===== src/design/ovf_pkg.sv =====
package ovf_pkg;
  // voltages in millivolts, 16 bit codes
  localparam int VW = 16;
  localparam logic [VW-1:0] TRACK_OFFSET_MV = 16'h028F; // 655 mV
  localparam logic [VW-1:0] NODIV_MAX_MV = 16'h09FB; // 2555 mV
  // trip delay
  localparam int TRIP_DELAY_NS = 200;
  localparam int CLK_PERIOD_NS = 10;
  localparam int TRIP_CYCLES = (TRIP_DELAY_NS + CLK_PERIOD_NS - 1) / CLK_PERIOD_NS;
  localparam int DW = 5;
  // response codes
  localparam logic [1:0] RESP_LATCH = 2'h0;
  localparam logic [1:0] RESP_IGNORE = 2'h1;
  // analog side bundle
  typedef struct packed {
    logic [VW-1:0] sense_mv;
    logic [VW-1:0] target_mv;
    logic [VW-1:0] limit_mv;
    logic no_divider;
  } ovf_volt_t;
  // control bundle
  typedef struct packed {
    logic supply_ok;
    logic enable;
    logic operation_on;
    logic clear_faults;
    logic [1:0] response;
    logic pin_selected_voltage_mode;
    logic in_regulation;
  } ovf_ctrl_t;
endpackage


===== src/design/ovf_trip_delay.sv =====
`timescale 1ns/10ps
// qualifies the raw compare for a fixed number of cycles
module ovf_trip_delay
  import ovf_pkg::*;
#(
  parameter int CYCLES = TRIP_CYCLES
)(
  // clock and reset
  input wire logic clk_in,
  input wire logic reset_in,
  // raw compare and delayed trip
  input wire logic raw_in,
  output logic trip_out
);
  logic [DW-1:0] cnt_r; // consecutive cycles above limit
  logic [DW-1:0] cnt_nxt;
  logic trip_r;
  logic trip_nxt;
  // count up while over, restart on any dip
  always_comb
  begin
    cnt_nxt = '0;
    trip_nxt = 1'b0;
    if (raw_in)
    begin
      cnt_nxt = (cnt_r == DW'(CYCLES)) ? cnt_r : cnt_r + 1'b1;
      trip_nxt = (cnt_r >= DW'(CYCLES - 1));
    end
  end
  // register stage
  always_ff @(posedge clk_in or posedge reset_in)
  begin
    if (reset_in)
    begin
      cnt_r <= '0;
      trip_r <= 1'b0;
    end
    else
    begin
      cnt_r <= cnt_nxt;
      trip_r <= trip_nxt;
    end
  end
  assign trip_out = trip_r;
  chk_trip_after_delay: assert property (@(posedge clk_in) disable iff (reset_in)
    $rose(trip_r) |-> $past(raw_in, 1) && $past(cnt_r, 1) == DW'(CYCLES - 1))
    else $error("trip rose without full delay");
endmodule // ovf_trip_delay


===== src/design/ovf_fault_ctrl.sv =====
`timescale 1ns/10ps
// overvoltage fault response: compare, delayed trip, drive latch and flags
// the compare is combinational on sense, so noise is filtered only by the
// trip delay; any dip of the compare restarts that count
// the latch keeps the high side off until supply, enable or operation drop
// status is a separate sticky flag, so a restart does not hide the event
// the ignore response still reports, it only skips the latch
// power good has two behaviours: follow regulation, or hold in pin mode
// limitation: stop sources are levels, a one-cycle drop clears the latch
module ovf_fault_ctrl
  import ovf_pkg::*;
(
  // clock and reset
  input wire logic clk_in,
  input wire logic reset_in,
  // voltages and control
  input wire ovf_volt_t volt_in,
  input wire ovf_ctrl_t ctrl_in,
  // modulator requests
  input wire logic pwm_high_in,
  input wire logic pwm_low_in,
  // drives and flags
  output logic high_side_drive_out,
  output logic low_side_drive_out,
  output logic power_good_output_out,
  output logic ov_status_out,
  output logic alert_out,
  output logic trip_out
);
  // one bit of state, so no code is left unused
  typedef enum logic {OVF_RUN, OVF_LATCHED} ovf_state_t;
  ovf_state_t state_r; // drive latch
  ovf_state_t state_nxt;
  logic [VW-1:0] eff_limit; // active threshold
  logic raw_ov; // undelayed compare
  logic trip; // delayed trip
  logic status_r; // sticky fault flag
  logic status_nxt;
  logic pg_r; // power good latch
  logic pg_nxt;
  logic hs_r; // registered high side drive
  logic hs_nxt;
  logic ls_r; // registered low side drive
  logic ls_nxt;
  logic restart; // supply, enable or operation off
  // limit helper used by the compare; the check recomputes the limit inline
  function automatic logic [VW-1:0] active_limit(input ovf_volt_t v);
    // one spare bit so the sum cannot wrap
    logic [VW:0] trk;
    trk = {1'b0, v.target_mv} + {1'b0, TRACK_OFFSET_MV};
    if (v.no_divider && v.target_mv < NODIV_MAX_MV && {1'b0, v.limit_mv} > trk)
      return trk[VW-1:0];
    return v.limit_mv;
  endfunction
  // compare against limit in both voltage modes
  always_comb
  begin
    eff_limit = active_limit(volt_in);
    raw_ov = volt_in.sense_mv > eff_limit;
  end
  ovf_trip_delay #(.CYCLES(TRIP_CYCLES)) u_delay (
    .clk_in(clk_in),
    .reset_in(reset_in),
    .raw_in(raw_ov),
    .trip_out(trip)
  );

  // any stop source clears the latch, even for one cycle
  assign restart = !ctrl_in.supply_ok || !ctrl_in.enable || !ctrl_in.operation_on;

  // latch state, status and drive next values
  always_comb
  begin
    // a stop source outranks a trip in the same cycle
    state_nxt = state_r;
    if (restart)
      state_nxt = OVF_RUN;
    else if (trip && ctrl_in.response != RESP_IGNORE)
      state_nxt = OVF_LATCHED;
    // set wins over clear
    status_nxt = trip || (status_r && !ctrl_in.clear_faults);
    // drives: modulator straight through, or the latched pattern
    hs_nxt = 1'b0;
    ls_nxt = 1'b0;
    unique case (state_nxt)
      OVF_RUN:
      begin
        hs_nxt = pwm_high_in;
        ls_nxt = pwm_low_in;
      end
      OVF_LATCHED:
      begin
        hs_nxt = 1'b0;
        ls_nxt = trip;
      end
    endcase
    // pin mode keeps good once set, only a stop or the latch clears it
    if (state_nxt == OVF_LATCHED || restart)
      pg_nxt = 1'b0;
    else if (ctrl_in.pin_selected_voltage_mode)
      pg_nxt = pg_r || ctrl_in.in_regulation;
    else
      pg_nxt = ctrl_in.in_regulation; // follows regulation every cycle
  end

  // register stage
  always_ff @(posedge clk_in or posedge reset_in)
  begin
    if (reset_in)
    begin
      // everything low and unlatched while held
      state_r <= OVF_RUN;
      status_r <= 1'b0;
      pg_r <= 1'b0;
      hs_r <= 1'b0;
      ls_r <= 1'b0;
    end
    else
    begin
      state_r <= state_nxt;
      status_r <= status_nxt;
      pg_r <= pg_nxt;
      hs_r <= hs_nxt;
      ls_r <= ls_nxt;
    end
  end

  // outputs straight from the registers
  assign high_side_drive_out = hs_r;
  assign low_side_drive_out = ls_r;
  assign power_good_output_out = pg_r;
  assign ov_status_out = status_r;
  assign alert_out = status_r;
  assign trip_out = trip;

  // checks on the drives and flags
  chk_latch_hs_off: assert property (@(posedge clk_in) disable iff (reset_in)
    trip && !restart && ctrl_in.response != RESP_IGNORE |=> !high_side_drive_out && !power_good_output_out)
    else $error("high side not latched off");
  chk_latch_holds: assert property (@(posedge clk_in) disable iff (reset_in)
    state_r == OVF_LATCHED && !restart |=> state_r == OVF_LATCHED)
    else $error("latch cleared without restart");
  chk_restart_clears: assert property (@(posedge clk_in) disable iff (reset_in)
    restart |=> state_r == OVF_RUN)
    else $error("restart did not clear latch");
  chk_low_side_on: assert property (@(posedge clk_in) disable iff (reset_in)
    state_r == OVF_LATCHED && trip && !restart |=> low_side_drive_out)
    else $error("low side dropped during overvoltage");
  chk_ignore_runs: assert property (@(posedge clk_in) disable iff (reset_in)
    ctrl_in.response == RESP_IGNORE && state_r == OVF_RUN && !restart |=> state_r == OVF_RUN)
    else $error("ignore setting latched");
  chk_status_alert: assert property (@(posedge clk_in) disable iff (reset_in)
    trip |=> ov_status_out && alert_out)
    else $error("trip not flagged");
  chk_status_sticky: assert property (@(posedge clk_in) disable iff (reset_in)
    status_r && !ctrl_in.clear_faults |=> status_r)
    else $error("status dropped without clear");
  chk_track_limit: assert property (@(posedge clk_in) disable iff (reset_in)
    volt_in.no_divider && volt_in.target_mv < NODIV_MAX_MV && {1'b0, volt_in.limit_mv} >
    {1'b0, volt_in.target_mv} + {1'b0, TRACK_OFFSET_MV} |-> eff_limit == volt_in.target_mv + TRACK_OFFSET_MV)
    else $error("tracking limit wrong");
  chk_pin_pg_hold: assert property (@(posedge clk_in) disable iff (reset_in)
    ctrl_in.pin_selected_voltage_mode && pg_r && state_nxt == OVF_RUN && !restart |=> pg_r)
    else $error("pin mode power good dropped");

  // the latched state never lets the high side through
  chk_latched_hs_low: assert property (@(posedge clk_in) disable iff (reset_in)
    state_r == OVF_LATCHED |-> !high_side_drive_out)
    else $error("high side on while latched");

  // power good is low for as long as the latch holds
  chk_latched_pg_low: assert property (@(posedge clk_in) disable iff (reset_in)
    state_r == OVF_LATCHED |-> !power_good_output_out)
    else $error("power good high while latched");

  // low side lets go one edge after the trip ends
  chk_ls_release: assert property (@(posedge clk_in) disable iff (reset_in)
    state_r == OVF_LATCHED && !trip && !restart |=> !low_side_drive_out)
    else $error("low side held after overvoltage");

  // outside the latch both drives follow the modulator
  chk_run_pass: assert property (@(posedge clk_in) disable iff (reset_in)
    state_nxt == OVF_RUN |=> high_side_drive_out == $past(pwm_high_in) && low_side_drive_out == $past(pwm_low_in))
    else $error("drives not following modulator");

  // a trip is only ever launched by a raw overvoltage
  chk_trip_needs_raw: assert property (@(posedge clk_in) disable iff (reset_in)
    trip |-> $past(raw_ov, 1))
    else $error("trip without raw overvoltage");

  // tracking can only lower the threshold, never raise it
  chk_limit_bound: assert property (@(posedge clk_in) disable iff (reset_in)
    eff_limit <= volt_in.limit_mv)
    else $error("threshold above programmed limit");

  // a stop source always drops power good
  chk_restart_pg_low: assert property (@(posedge clk_in) disable iff (reset_in)
    restart |=> !power_good_output_out)
    else $error("power good survived a stop");

  // register mode power good follows regulation
  chk_digital_pg: assert property (@(posedge clk_in) disable iff (reset_in)
    !ctrl_in.pin_selected_voltage_mode && state_nxt == OVF_RUN && !restart |=>
    power_good_output_out == $past(ctrl_in.in_regulation))
    else $error("power good not following regulation");

  // pin mode raises power good on regulation
  chk_pin_pg_set: assert property (@(posedge clk_in) disable iff (reset_in)
    ctrl_in.pin_selected_voltage_mode && ctrl_in.in_regulation && state_nxt == OVF_RUN && !restart |=>
    power_good_output_out)
    else $error("pin mode power good not set");

  // clear faults drops the flag when no trip is present
  chk_status_clears: assert property (@(posedge clk_in) disable iff (reset_in)
    status_r && ctrl_in.clear_faults && !trip |=> !status_r)
    else $error("clear faults ignored");

  // the flag only rises on a trip
  chk_status_source: assert property (@(posedge clk_in) disable iff (reset_in)
    !status_r && !trip |=> !status_r)
    else $error("status set without trip");

  // alert mirrors the status flag
  chk_alert_status: assert property (@(posedge clk_in) disable iff (reset_in)
    alert_out == ov_status_out)
    else $error("alert differs from status");
endmodule // ovf_fault_ctrl


===== config.mk =====
export PLATFORM = sky130hd
export DESIGN_NAME = ovf_fault_ctrl
export DESIGN_NICKNAME = d
export VERILOG_FILES = /design/src/design/ovf_pkg.sv /design/src/design/ovf_trip_delay.sv /design/src/design/ovf_fault_ctrl.sv
export SDC_FILE = /design/constraint.sdc
export NUM_CORES = 1
export LEC_CHECK = 0
export ABC_AREA = 0
export ABC_CLOCK_PERIOD_IN_PS = 1890
export BUFFER_PORTS_ARGS = -buffer_cell sky130_fd_sc_hd__buf_2
export CAP_MARGIN = 20
export CORE_UTILIZATION = 50
export CTS_BUF_LIST = sky130_fd_sc_hd__clkbuf_16
export DETAILED_ROUTE_END_ITERATION = 7
export PLACE_DENSITY_LB_ADDON = 0.2
export SLEW_MARGIN = 10
export SYNTH_ARGS = -nofsm -noshare
export SYNTH_HDL_FRONTEND = slang
export SYNTH_SLANG_ARGS = --single-unit

===== constraint.sdc =====
create_clock -name clk_in -period 1.89 [get_ports clk_in]
set_input_delay 0.2835 -clock clk_in [delete_from_list [all_inputs] [get_ports clk_in]]
set_output_delay 0.2835 -clock clk_in [all_outputs]
set_load 0.02 [all_outputs]

==> flow_metrics.py <==
metrics = {
    "status": {
        "outcome": "finished with violations",
        "failed_checks": "setup timing",
    },
    "sta": {
        "timing.hold.ws_ns": 0.0181,
        "final_max_slew_viol_count": 0,
        "relSlewSlack": 0.745,
        "max_clock_freq_ghz": 0.240,
        "rsz0062_at_grt": "yes",
        "max_slew.worst_pin.slew_ns": 0.382,
        "finalClockSkew_ns": 0.00110,
        "setup_ws_ns": -2.27,
        "tns_ns": -13.54,
        "setup_viol": 6,
        "min_period_over_period": 2.20,
        "hold_violations": 0,
        "layout_min_cycle_time_ns": 4.16,
    },
    "routing": {
        "via_count": 2005,
        "postRouteAntennaNets": 0,
        "drtIter0Drc": 64,
        "wl_per_cell_um": 13.4,
        "viasPerCell": 5.26,
        "drtPass1Iterations": 4,
        "drc": 0,
        "routed_wl_mm": 5.10,
    },
    "synthesis": {
        "syn_nets": 302,
        "synth_cells": 205,
        "ys_ff_latch": 11,
        "ys_seq_area_frac": 0.159,
        "synthArstFlopShare": 1.00,
        "ys_types": 38,
        "avgSynthCellArea_um2": 8.45,
        "synth_ff_type": "dfrtp_1",
        "synth_edf_count": 0,
        "netlist_area_mm2": 0.00173,
        "yosys_warnings": 0,
    },
    "worst_setup_path": {
        "endpoint_kind": "flip-flop",
        "critPathLaunchType": "primary input",
        "crit_buf_inv": 3,
        "critPathKind": "primary input to flip-flop",
        "cpPeakStageDelay_ns": 0.33,
        "cp.arrival_ns": 4.32,
        "cp_slowest_cell": "a221o_1",
        "path_max_fanout": 6,
        "worst_ep_required_time_ns": 2.05,
        "cp_cell_sequence": "buf_8 -> nor4_4 -> nor2_1 -> o21a_1 -> nor2_2 -> nor3b_1 -> xnor2_1 -> ha_1 -> and3_4 -> a221o_1 -> a31oi_1 -> o31ai_2 -> and2_4 -> buf_4 -> nand2b_1 -> ha_1 -> nand4_1 -> or2_4 -> a211oi_4 -> a2111oi_4 -> buf_4 -> nor2_1",
        "crit_family": "simple AND/OR/NAND/NOR gates",
    },
    "grt": {
        "grt_overflow": 0,
        "first_global_vias": 1969,
        "grt_use_total": 0.280,
        "grt_first_pass_wirelength_mm": 7.70,
        "antenna_found_initial": 0,
        "grt_max_degree": 12,
    },
    "clock_tree": {
        "cts_sinks": 11,
        "cts_inserted_buffers": 3,
        "clk_latency_ns": 0.23,
        "clkTransAtPathRegs_ns": 0.04,
        "cts_root_buf": "clkbuf_16",
        "hold_buffers": 0,
        "tritoncts": "done",
        "cts_buffer_depth": 2,
        "cts_max_level": 1,
    },
    "placement": {
        "dpl.cell_count": 368,
        "routabilityCongestion": 0.791,
        "placed_cell_area_mm2": 0.00264,
        "numPortBuffers": 66,
        "dp_hpwl_mm": 4.02,
    },
    "finish": {
        "fill_cells": 193,
        "final_cell_area_mm2": 0.00288,
        "fin_cells": 381,
        "syn_to_final_growth_pct": 66.5,
        "final_cell_mix": "63 x buf_4, 62 x buf_2, 31 x ha_1, 14 x inv_1, 14 x nor2_1",
        "fin_nets": 433,
        "drive_gt1_frac": 0.504,
        "n_antenna_cell": 0,
        "final_common_cell": "buf_4",
    },
    "pwr": {
        "p_leak_uw": 0.00149,
        "power.total_uw": 1240,
        "ir_drop_uv": 224,
        "powerDensity_mw_per_mm2": 431,
    },
    "floorplan": {
        "num_rows": 21,
        "initial_core_util": 0.519,
        "die_w_um": 60.9,
        "core_mm2": 0.00334,
        "dieArea_mm2": 0.00370,
        "die_h_um": 60.9,
        "ios": 67,
    },
    "run": {
        "cap_violations": 0,
    },
    "worst_hold_path": {
        "hold_path.class": "primary input to asynchronous set/reset pin",
    },
}
synthesized netlist by cell type (all sizes together), types with 2 or more instances:
| library cell | n | area share |
|---|---|---|
| a2111oi | 2 | 0.017 |
| a211oi | 3 | 0.016 |
| a21o | 9 | 0.039 |
| a21oi | 9 | 0.026 |
| buf | 4 | 0.020 |
| dfrtp | 11 | 0.16 |
| ha | 36 | 0.26 |
| inv | 15 | 0.033 |
| mux2 | 6 | 0.050 |
| nand2 | 11 | 0.024 |
| nand2b | 6 | 0.022 |
| nand3 | 13 | 0.038 |
| nand4 | 10 | 0.036 |
| nor2 | 15 | 0.033 |
| nor2b | 2 | 0.0072 |
| nor3 | 3 | 0.0087 |
| nor3b | 4 | 0.017 |
| nor4 | 3 | 0.011 |
| o21a | 2 | 0.0087 |
| o21ai | 13 | 0.038 |
| xnor2 | 11 | 0.056 |
| xor2 | 6 | 0.030 |
sequential cells by signal, summed over array words and instances (netlist names):
name,flops
u_delay.trip_out,1
state_r,1
alert_out,1
low_side_drive_out,1
power_good_output_out,1
u_delay.cnt_r,5
high_side_drive_out,1
cell type report:
class,count,area (um^2),share of cell area
multi-input cells,175,1540,0.535
flip-flops and latches,11,275,0.0954
inverters,15,76.3,0.0265
clock buffers,3,75.1,0.0260
clock inverters,1,3.75,0.00130
well taps,46,57.6,0.0200
repair buffers,130,852,0.295
worst paths after layout:
kind                       cells past startpoint  slack [ns]                    end              from
max in group asynchronous                      2        1.60  power_good_output_out          reset_in
max reg2reg                                    7        0.44       u_delay.cnt_r[3]  u_delay.cnt_r[0]
max                                           22       -2.27       u_delay.cnt_r[4]       volt_in[19]
min reg2reg                                    1        0.50              alert_out         alert_out
min in group clk_in                            2        0.27    high_side_drive_out       pwm_high_in
min                                            2        0.02              alert_out          reset_in
metrics by stage:
stage	util	setup WS [ns]
6_report	0.864	-2.27
5_1_grt	0.864	-2.47
2_1_floorplan	-	-2.24
3_5_place_dp	0.790	-2.67
4_1_cts	0.854	-2.21
3_3_place_gp	0.790	-2.58
logic make-up after synthesis:
logic type / synth area share
AND/OR/NAND/NOR: 0.219
flip-flops: 0.159
buffers and inverters: 0.0520
XOR/XNOR: 0.0860
adder cells (fa/ha/maj): 0.260
multiplexers: 0.0499
AO/OA/AOI/OAI: 0.174
per-layer routing:
metal	vias up	global-route usage	part of all wire
met5	-	0	0
met4	0	0.169	0.039
met3	19	0.0362	0.029
met1	917	0.262	0.37
li1	1017	-	-
met2	52	0.565	0.56
worst register-to-register path, stage by stage, from the launching register on:
cell,delay (ns)
dfrtp_1,0.39
inv_1,0.12
ha_1,0.15
nand4b_1,0.22
nand4_1,0.18
xnor2_1,0.14
nand2_1,0.08
nor2_1,0.10
timing repair:
item | in CTS | in global routing
setup endpoints to repair | 6 | 6
buffers inserted | 8 | 1
endpoints found under the hold margin | 0 | 0
gates resized for setup | 16 | 5
pin swaps | 14 | 3
power by group:
group	switching, uW	internal [uW]	leakage (uW)
Clock	94.9	277	0.0000423
Sequential	8.75	248	0.000147
Combinational	282	332	0.00130
Note: power is estimated with default switching activity, not from simulation.
